### src/hw/ecl_pkg.sv
`default_nettype none

package ecl_pkg;

    ////////////////////////////////////////////////////////////////////////////////////////////////////
    // Image layout.

    localparam int unsigned IMG_BYTES      = 34;
    localparam logic [7:0]  SIG_PROGRAMMED = 8'hA5;
    localparam logic [5:0]  OFF_SIG        = 6'h00;
    localparam logic [5:0]  OFF_MAC_FIRST  = 6'h01;
    localparam logic [5:0]  OFF_MAC_LAST   = 6'h06;
    localparam logic [5:0]  OFF_FS_POLL    = 6'h07;
    localparam logic [5:0]  OFF_HS_POLL    = 6'h08;
    localparam logic [5:0]  OFF_FLAGS0     = 6'h09;
    localparam logic [5:0]  OFF_LANG_LO    = 6'h0A;
    localparam logic [5:0]  OFF_LANG_HI    = 6'h0B;
    localparam logic [5:0]  OFF_DESC_FIRST = 6'h0C;
    localparam logic [5:0]  OFF_DESC_LAST  = 6'h1D;
    localparam logic [5:0]  OFF_WAKE_LO    = 6'h1E;
    localparam logic [5:0]  OFF_WAKE_HI    = 6'h1F;
    localparam logic [5:0]  OFF_WAKE_FLAGS = 6'h20;
    localparam logic [5:0]  OFF_FLAGS1     = 6'h21;
    localparam int unsigned DESC_PAIRS     = 9;
    localparam int unsigned DESC_BYTES     = 18;
    localparam int unsigned EE_ADDR_W      = 9;

    // Built-in image used when the signature is wrong: MAC all ones, polls 01h and 04h, flags 1Bh.
    localparam logic [IMG_BYTES-1:0][7:0] DEF_IMG = {192'h0, 8'h1B, 8'h04, 8'h01, 48'hFFFF_FFFF_FFFF, 8'h00};

    ////////////////////////////////////////////////////////////////////////////////////////////////////
    // Register map.

    localparam int unsigned APB_ADDR_W   = 8;
    localparam logic [7:0]  REG_CTRL     = 8'h00;
    localparam logic [7:0]  REG_STATUS   = 8'h04;
    localparam logic [7:0]  REG_MAC_LO   = 8'h08;
    localparam logic [7:0]  REG_MAC_HI   = 8'h0C;
    localparam logic [7:0]  REG_USB      = 8'h10;
    localparam logic [7:0]  REG_WAKE     = 8'h14;
    localparam int unsigned CTRL_FULL    = 0;
    localparam int unsigned CTRL_MAC     = 1;
    localparam int unsigned STAT_READY   = 0;
    localparam int unsigned STAT_BUSY    = 1;
    localparam int unsigned STAT_PROG    = 2;

    typedef enum logic [1:0] {
        ECL_SIG_RD,
        ECL_IMG_RD,
        ECL_READY,
        ECL_DESC_RD
    } ecl_state_t;

    typedef struct packed {
        ecl_state_t                 st;
        logic                       full;
        logic [5:0]                 addr;
        logic [IMG_BYTES-1:0][7:0]  img;
        logic                       programmed;
        logic                       pend_full;
        logic                       pend_mac;
        logic                       ee_req;
        logic [EE_ADDR_W-1:0]       ee_addr;
        logic [7:0]                 desc_data;
        logic                       desc_valid;
        logic                       desc_none;
        logic [31:0]                prdata;
        logic                       pslverr;
    } ecl_loader_st_t;

    localparam ecl_loader_st_t ECL_RESET_ST = '{
        st: ECL_SIG_RD, full: 1'b1, addr: 6'h00, img: DEF_IMG, programmed: 1'b0,
        pend_full: 1'b0, pend_mac: 1'b0, ee_req: 1'b1, ee_addr: 9'h000,
        desc_data: 8'h00, desc_valid: 1'b0, desc_none: 1'b0, prdata: 32'h0000_0000, pslverr: 1'b0
    };

    // Descriptor offsets count 16-bit words.
    function automatic logic [EE_ADDR_W-1:0] word_to_byte(input logic [7:0] word_off);
        return {word_off, 1'b0};
    endfunction

endpackage

`default_nettype wire

### src/hw/ecl_desc_locate.sv
`default_nettype none

module ecl_desc_locate (
    // Descriptor pointer bytes, image bytes 0Ch upward.
    input  wire logic [ecl_pkg::DESC_BYTES-1:0][7:0] table_in,
    // Request.
    input  wire logic [3:0]                          sel_in,
    input  wire logic [7:0]                          idx_in,
    // Result.
    output logic      [ecl_pkg::EE_ADDR_W-1:0]       addr_out,
    output logic                                     serve_out
);

    logic [7:0] len;
    logic [7:0] off;
    logic [4:0] pair;

    always_comb begin
        pair = {sel_in, 1'b0};
        len  = 8'h00;
        off  = 8'h00;
        if (sel_in < 4'(ecl_pkg::DESC_PAIRS)) begin
            len = table_in[pair];
            off = table_in[pair + 5'd1];
        end
        addr_out  = ecl_pkg::word_to_byte(off) + {1'b0, idx_in};
        serve_out = (len != 8'h00) && (idx_in < len);
    end

endmodule

`default_nettype wire

### src/hw/ecl_loader.sv
// Overview of operation
// - Programmed image bytes 01h-06h give the MAC address in stored order.
// - Byte 07h gives the full-speed interrupt polling interval.
// - Byte 08h gives the hi-speed interrupt polling interval.
// - Byte 09h loads as configuration flag byte zero.
// - Bytes 0Ah and 0Bh give the language identifier, low byte first.
// - Bytes 0Ch-15h hold length/offset pairs for five string descriptors.
// - Descriptor offsets are word offsets; byte address is twice the value.
// - Zero descriptor length means absent; its offset is ignored.
// - Bytes 16h-19h point at hi-speed device and configuration descriptors.
// - Bytes 1Ah-1Dh point at full-speed device and configuration descriptors.
// - Byte 1Eh gives wake enables for pins 7 down to 0.
// - Byte 1Fh gives wake enables for pins 11 down to 8.
// - Byte 20h loads as the power-management wake flags.
// - Byte 21h loads as configuration flag byte one.
// - Stored string descriptor bytes are served verbatim to the host.
// - After reset byte 0 is read; only A5h marks a programmed image.
// - Any other signature selects the built-in default settings.
// - USB bus reset reloads only the MAC; other resets reload everything.
//
// Our own choices: the address map and the APB slave port.
`default_nettype none

module ecl_loader (
    // Clock and reset.
    input  wire logic        clk_sys_in,
    input  wire logic        rst_in,
    input  wire logic        usb_bus_reset_in,
    // Image byte read port towards the serial memory controller.
    output logic             ee_rd_req_out,
    output logic [8:0]       ee_rd_addr_out,
    input  wire logic        ee_rd_ack_in,
    input  wire logic [7:0]  ee_rd_data_in,
    // Descriptor fetch from the USB device logic.
    input  wire logic        desc_req_in,
    input  wire logic [3:0]  desc_sel_in,
    input  wire logic [7:0]  desc_idx_in,
    output logic             desc_valid_out,
    output logic             desc_none_out,
    output logic [7:0]       desc_data_out,
    // Loaded settings.
    output logic             cfg_ready_out,
    output logic [47:0]      mac_out,
    output logic [7:0]       fs_poll_out,
    output logic [7:0]       hs_poll_out,
    output logic [7:0]       cfg_flags0_out,
    output logic [7:0]       cfg_flags1_out,
    output logic [15:0]      lang_id_out,
    output logic [11:0]      gpio_wake_en_out,
    output logic [7:0]       wake_event_flags_out,
    // APB slave.
    input  wire logic        apb_psel_in,
    input  wire logic        apb_penable_in,
    input  wire logic        apb_pwrite_in,
    input  wire logic [7:0]  apb_paddr_in,
    input  wire logic [31:0] apb_pwdata_in,
    output logic [31:0]      apb_prdata_out,
    output logic             apb_pready_out,
    output logic             apb_pslverr_out
);

    ////////////////////////////////////////////////////////////////////////////////////////////////////
    // State.

    ecl_pkg::ecl_loader_st_t s;
    ecl_pkg::ecl_loader_st_t next_s;
    logic [8:0]              loc_addr;
    logic                    loc_serve;
    logic                    busy;
    logic                    ee_done;
    logic [5:0]              last_addr;

    ecl_desc_locate u_locate (
        .table_in  (s.img[ecl_pkg::OFF_DESC_LAST:ecl_pkg::OFF_DESC_FIRST]),
        .sel_in    (desc_sel_in),
        .idx_in    (desc_idx_in),
        .addr_out  (loc_addr),
        .serve_out (loc_serve)
    );

    assign busy      = (s.st == ecl_pkg::ECL_SIG_RD) || (s.st == ecl_pkg::ECL_IMG_RD);
    assign ee_done   = s.ee_req && ee_rd_ack_in;
    // A bus-reset reload stops after the last MAC byte.
    assign last_addr = s.full ? ecl_pkg::OFF_FLAGS1 : ecl_pkg::OFF_MAC_LAST;

    ////////////////////////////////////////////////////////////////////////////////////////////////////
    // Next state.

    always_comb begin
        next_s            = s;
        next_s.desc_valid = 1'b0;
        next_s.desc_none  = 1'b0;

        unique case (s.st)
            ecl_pkg::ECL_SIG_RD: begin
                next_s.ee_req  = 1'b1;
                next_s.ee_addr = 9'h000;
                if (ee_done) begin
                    next_s.ee_req                     = 1'b0;
                    next_s.img[ecl_pkg::OFF_SIG]      = ee_rd_data_in;
                    next_s.programmed                 = (ee_rd_data_in == ecl_pkg::SIG_PROGRAMMED);
                    if (ee_rd_data_in == ecl_pkg::SIG_PROGRAMMED) begin
                        next_s.addr = ecl_pkg::OFF_MAC_FIRST;
                        next_s.st   = ecl_pkg::ECL_IMG_RD;
                    end else begin
                        // Blank memory: fall back to the built-in settings.
                        if (s.full) begin
                            next_s.img[ecl_pkg::IMG_BYTES-1:1] = ecl_pkg::DEF_IMG[ecl_pkg::IMG_BYTES-1:1];
                        end else begin
                            next_s.img[6:1] = ecl_pkg::DEF_IMG[6:1];
                        end
                        next_s.st = ecl_pkg::ECL_READY;
                    end
                end
            end
            ecl_pkg::ECL_IMG_RD: begin
                next_s.ee_req  = 1'b1;
                next_s.ee_addr = {3'b000, s.addr};
                if (ee_done) begin
                    next_s.ee_req      = 1'b0;
                    // Every byte lands in its own slot; the settings outputs pick the slots apart.
                    next_s.img[s.addr] = ee_rd_data_in;
                    if (s.addr == last_addr) begin
                        next_s.st = ecl_pkg::ECL_READY;
                    end else begin
                        next_s.addr = s.addr + 6'd1;
                    end
                end
            end
            ecl_pkg::ECL_READY: begin
                next_s.ee_req = 1'b0;
                if (s.pend_full) begin
                    next_s.st        = ecl_pkg::ECL_SIG_RD;
                    next_s.full      = 1'b1;
                    next_s.pend_full = 1'b0;
                    next_s.pend_mac  = 1'b0;
                    next_s.ee_req    = 1'b1;
                    next_s.ee_addr   = 9'h000;
                end else if (s.pend_mac) begin
                    next_s.st       = ecl_pkg::ECL_SIG_RD;
                    next_s.full     = 1'b0;
                    next_s.pend_mac = 1'b0;
                    next_s.ee_req   = 1'b1;
                    next_s.ee_addr  = 9'h000;
                end else if (desc_req_in) begin
                    if (loc_serve) begin
                        next_s.ee_req  = 1'b1;
                        next_s.ee_addr = loc_addr;
                        next_s.st      = ecl_pkg::ECL_DESC_RD;
                    end else begin
                        next_s.desc_none = 1'b1;
                    end
                end
            end
            ecl_pkg::ECL_DESC_RD: begin
                if (ee_done) begin
                    next_s.ee_req     = 1'b0;
                    next_s.desc_data  = ee_rd_data_in;
                    next_s.desc_valid = 1'b1;
                    next_s.st         = ecl_pkg::ECL_READY;
                end
            end
        endcase

        // APB: read data and error are captured in the setup cycle, so the access is zero-wait.
        if (apb_psel_in && !apb_penable_in) begin
            next_s.pslverr = 1'b0;
            unique case (apb_paddr_in)
                ecl_pkg::REG_CTRL:   next_s.prdata = 32'h0000_0000;
                ecl_pkg::REG_STATUS: next_s.prdata = {16'h0000, s.img[ecl_pkg::OFF_SIG], 5'h00,
                                                      s.programmed, busy, !busy};
                ecl_pkg::REG_MAC_LO: next_s.prdata = mac_out[31:0];
                ecl_pkg::REG_MAC_HI: next_s.prdata = {16'h0000, mac_out[47:32]};
                ecl_pkg::REG_USB:    next_s.prdata = {cfg_flags1_out, cfg_flags0_out, hs_poll_out, fs_poll_out};
                ecl_pkg::REG_WAKE:   next_s.prdata = {4'h0, gpio_wake_en_out, wake_event_flags_out, lang_id_out[7:0]};
                default: begin
                    next_s.prdata  = 32'h0000_0000;
                    next_s.pslverr = 1'b1;
                end
            endcase
        end

        // Reload requests are set after the consuming state logic so a new request is never lost.
        if (apb_psel_in && apb_penable_in && apb_pwrite_in && (apb_paddr_in == ecl_pkg::REG_CTRL)) begin
            if (apb_pwdata_in[ecl_pkg::CTRL_FULL]) begin
                next_s.pend_full = 1'b1;
            end
            if (apb_pwdata_in[ecl_pkg::CTRL_MAC]) begin
                next_s.pend_mac = 1'b1;
            end
        end
        if (usb_bus_reset_in) begin
            next_s.pend_mac = 1'b1;
        end
    end

    always_ff @(posedge clk_sys_in) begin
        if (rst_in) begin
            s <= ecl_pkg::ECL_RESET_ST;
        end else begin
            s <= next_s;
        end
    end

    ////////////////////////////////////////////////////////////////////////////////////////////////////
    // Outputs.

    assign ee_rd_req_out        = s.ee_req;
    assign ee_rd_addr_out       = s.ee_addr;
    assign desc_valid_out       = s.desc_valid;
    assign desc_none_out        = s.desc_none;
    assign desc_data_out        = s.desc_data;
    assign cfg_ready_out        = !busy;
    assign mac_out              = {s.img[1], s.img[2], s.img[3], s.img[4], s.img[5], s.img[6]};
    assign fs_poll_out          = s.img[ecl_pkg::OFF_FS_POLL];
    assign hs_poll_out          = s.img[ecl_pkg::OFF_HS_POLL];
    assign cfg_flags0_out       = s.img[ecl_pkg::OFF_FLAGS0];
    assign lang_id_out          = {s.img[ecl_pkg::OFF_LANG_HI], s.img[ecl_pkg::OFF_LANG_LO]};
    assign gpio_wake_en_out     = {s.img[ecl_pkg::OFF_WAKE_HI][3:0],
                                   s.img[ecl_pkg::OFF_WAKE_LO]};
    assign wake_event_flags_out = s.img[ecl_pkg::OFF_WAKE_FLAGS];
    assign cfg_flags1_out       = s.img[ecl_pkg::OFF_FLAGS1];
    assign apb_prdata_out       = s.prdata;
    assign apb_pready_out       = 1'b1;
    assign apb_pslverr_out      = s.pslverr;
endmodule

`default_nettype wire

### config.mk
export PLATFORM = sky130hd
export DESIGN_NAME = ecl_loader
export DESIGN_NICKNAME = d
export VERILOG_FILES = /design/src/hw/ecl_pkg.sv /design/src/hw/ecl_desc_locate.sv /design/src/hw/ecl_loader.sv
export SDC_FILE = /design/constraint.sdc
export NUM_CORES = 1
export LEC_CHECK = 0
export ABC_AREA = 1
export BUFFER_PORTS_ARGS = -buffer_cell sky130_fd_sc_hd__clkbuf_2
export CAP_MARGIN = 10
export CORE_MARGIN = 2
export CORE_UTILIZATION = 45
export DETAILED_ROUTE_END_ITERATION = 7
export PLACE_DENSITY = 0.64
export SLEW_MARGIN = 0
export SYNTH_ARGS = -nofsm -noshare
export SYNTH_HDL_FRONTEND = slang
export SYNTH_SLANG_ARGS = --single-unit
### constraint.sdc
create_clock -name clk_sys_in -period 2.9 [get_ports clk_sys_in]
set_input_delay 0 -clock clk_sys_in [delete_from_list [all_inputs] [get_ports clk_sys_in]]
set_output_delay 0 -clock clk_sys_in [all_outputs]
set_load 0.03 [all_outputs]
==> summary.txt <==
Synthesis
  – Post-Syn Area: 16600 sq um
  – Yosys Warn Count: 0
  – Syn Nets: 2424
  – Yosys top cell by area: dfxtp_1
  – Synth Area in XOR/XNOR: 0.106%
  – Ranking of synthesized cells by area: dfxtp_1, nand2_1, a21oi_1, buf_4, o21ai_0
  – Simple-Gate Fraction of Synth Area: 24.3%
  – Seq cells post-synth: 333
  – Post-synthesis compound-gate area fraction: 19.8%
  – Register area share after synthesis: 40.3%
  – Cells after Synth: 2336
  – Yosys cell types: 54
  – Share of the synthesized area in the top cell type: 40.3%
  – Post-synthesis mux area share: 0%
  – Adder-Cell Fraction of Synth Area: 1.56%
  – Syn Area/Cell: 7.09 sq um
  – Largest family of logic cells by synthesized area: simple AND/OR/NAND/NOR gates

Clocking
  – CTS Sinks: 333
  – Clk_lat worst skew: 0.55 ns
  – H-tree levels: 2
  – CTS buffer count: 39
  – Root buffer cell: clkbuf_16
  – Worst-path clk slew: 0.06 ns
  – CTS tree: done
  – Clock Tree Buf Depth: 3

STA
  – Final setup violation count: 0
  – RSZ-0062 raised after global routing: no
  – Setup TNS Final: 0 ns
  – FMAX: 358 MHz
  – Worst-Margin Slew: 1.12 ns
  – Final Hold Violating Endpoints: 0
  – Hold WS: 0.00647 ns
  – Relative slew slack: 25.0%
  – Slew Limit Fails: 0
  – Minimum clock period: 2.80 ns
  – Fin crit share: 96.4%
  – Clk_skew: 0.0187 ns

Final layout
  – Most frequent cells in the layout: nand2_1, a21oi_1, dfxtp_1
  – Commonest non-fill, non-tap cell in the layout: nand2_1
  – Area occupied by multi-input gates: 7590 sq um
  – Diode count: 0
  – Area Overhead vs Synth: 11.7%
  – Final net count: 2469
  – Seq. cell area: 6670 sq um
  – Layout cells sized above 1: 15.9%
  – Layout Cells excl Fill: 2878
  – Layout fillers: 3642

Die
  – Core Region: 36400 sq um
  – IO Pins: 239
  – Starting Density: 45.4%
  – Placement Rows: 70
  – Die Ht: 196 um
  – Die Width: 196 um
  – Total die area: 38300 sq um

Setup path
  – Buf+Inv Stages, Crit Path: 6
  – Most frequent CP cell: nor2_1
  – Crit. End Element: flop
  – Startpoint Class: input pin
  – Slowest stage delay, CP: 0.54 ns
  – CP Cell Sequence: dlygate4sd3_1 -> clkbuf_2 -> nor2_1 -> nand3b_1 -> dlygate4sd3_1 -> nor2_1 -> inv_2 -> nor2_1 -> inv_2 -> nand2_2 -> a21oi_4 -> inv_6 -> nor2_8 -> nand2_1 -> a21oi_1
  – Crit path arrival time: 3.24 ns
  – CP top delay family: buffers and inverters
  – Worst-path maximum fanout: 26
  – CP max-delay cell: dlygate4sd3_1
  – WS Path Type: input pin to flop
  – CP required: 3.35 ns

Route
  – Detail Route Antenna Nets: 0
  – DRC: 0
  – Avg WL per Cell: 18.8 um
  – First DRT Iteration DRCs: 1547
  – Via density: 5.51
  – Wirelength, routed: 54100 um
  – Via count: 15900
  – DRT Pass-1 Iters: 5

Global route
  – Via count of the first global-routing pass: 14700
  – Largest net degree at the start of global routing: 193
  – Global Route Usage Sum: 27.6%
  – Initial antenna violation count: 0
  – Congestion Overflow GR: 0
  – First-pass GRT wire length: 83800 um

Place
  – Dpl cells: 2788
  – Port Buf Inserts: 207
  – RePlAce Congestion: 0.879
  – Hpwl dp: 37200 um

Power and ir drop
  – Pwr Total: 12.7 mW
  – Clk pwr share: 40.6%
  – Sequential Power Share: 39.9%
  – Pleak: 7.29 nW
  – Sw Pwr: 4.06 mW
  – Pwr dens: 686 nW/um^2
  – Gate power share: 19.5%
  – Internal power: 8.62 mW
  – Switch share: 32.0%
  – Max VDD drop: 0.000435 V

Run
  – Maxcap violations: 0

Min path
  – Hold Path Class: input pin to flop

Run status
  – Status: finished, final reports clean
## metal layers
layer	GRT usage, %	share of wire [%]	wire length [um]
met1	36.4	43	23100
met2	46.2	47	25200
met3	3.78	7.5	4060
met4	10.2	3.2	1750
met5	0	0	0
## worst paths after layout
check	cells past startpoint	to	slack, ns	startpoint
max reg2reg	10	s[249]	0.26	s[336]
min reg2reg	2	s[60]	0.46	s[60]
max	15	s[249]	0.10	ee_rd_data_in[4]
min	4	ee_rd_req_out	0.006	ee_rd_ack_in
## sequential cells by signal, summed over array words and instances (netlist names), 9 cells and up
register          count
s                   164
mac_out              48
apb_prdata_out       32
lang_id_out          16
gpio_wake_en_out     12
ee_rd_addr_out        9
## cell type report
cell class / instances / area share [%]
Timing Repair Buffer: 292 / 9.92
Multi-Input combinational cell: 1595 / 41.1
Inverter: 120 / 2.48
Clock buffer: 58 / 6.15
Sequential cell: 333 / 36.1
Tap cell: 468 / 3.17
Clock inverter: 12 / 1.14
## per-stage QoR
step / setup slack (ns) / area (sq um) / utilization (%)
finish: 0.104 / 18500 / 50.7
global placement: 0.193 / 16900 / 46.5
CTS: 0.198 / 18500 / 50.7
global route: 0.0151 / 18500 / 50.7
floorplan: 0.231 / 16600 / -
detailed placement: 0.140 / 16900 / 46.5
## power groups by stage
| stage | clock network (mW) | registers (mW) | logic (mW) |
|---|---|---|---|
| 2_1_floorplan | 0 | 5.07 | 1.98 |
| 3_3_place_gp | 0 | 5.14 | 2.39 |
| 3_5_place_dp | 0 | 5.15 | 2.41 |
| 4_1_cts | 5.19 | 5.05 | 2.44 |
| 5_1_grt | 5.39 | 5.08 | 2.68 |
| 6_report | 5.15 | 5.06 | 2.47 |
## cell usage after synthesis, drive strengths merged
library cell and number:
and2 1, a211oi 11, dfxtp 333, nand3b 1, a221oi 15, o211ai 5
fa 1, xor2 1, a22o 2, or3 1, a31oi 19, or2 5
o21bai 1, nor3b 1, nor3 17, a21o 1, o21ai 148, conb 1
nor4 1, o22ai 2, o221ai 10, nand2 725, a32o 7, o31a 1
clkbuf 75, xnor2 1, buf 213, ha 19, inv 120, nor2 124
a21oi 382, a22oi 2, nand4 16, nand3 74
## worst reg2reg max path: stages (launching register included)
cell	delay [ns]
dfxtp_1	0.33
inv_1	0.10
ha_1	0.32
nor2_1	0.10
nor2_1	0.15
nand2_2	0.18
a21oi_4	0.37
inv_6	0.19
nor2_8	0.52
nand2_1	0.13
a21oi_1	0.16
## what timing repair did
action | 4_1_cts | 5_1_grt
gates resized for setup | 0 | 1
hold buffers | 20 | 0
setup buffers | 0 | 0
setup endpoints to repair | 0 | 1
endpoints found under the hold margin | 41 | 0
## kinds of logic (layout without fill, tap and decap cells)
logic type,after synthesis,in the layout
and+or+nand+nor,966,966
AOI/OAI and AO/OA,606,606
xor gates and xnor gates,2,2
buffers and inverters,408,482
other,1,1
DFF,333,333
adders and majority gates,20,20
Power figures use the tool's default switching activity.
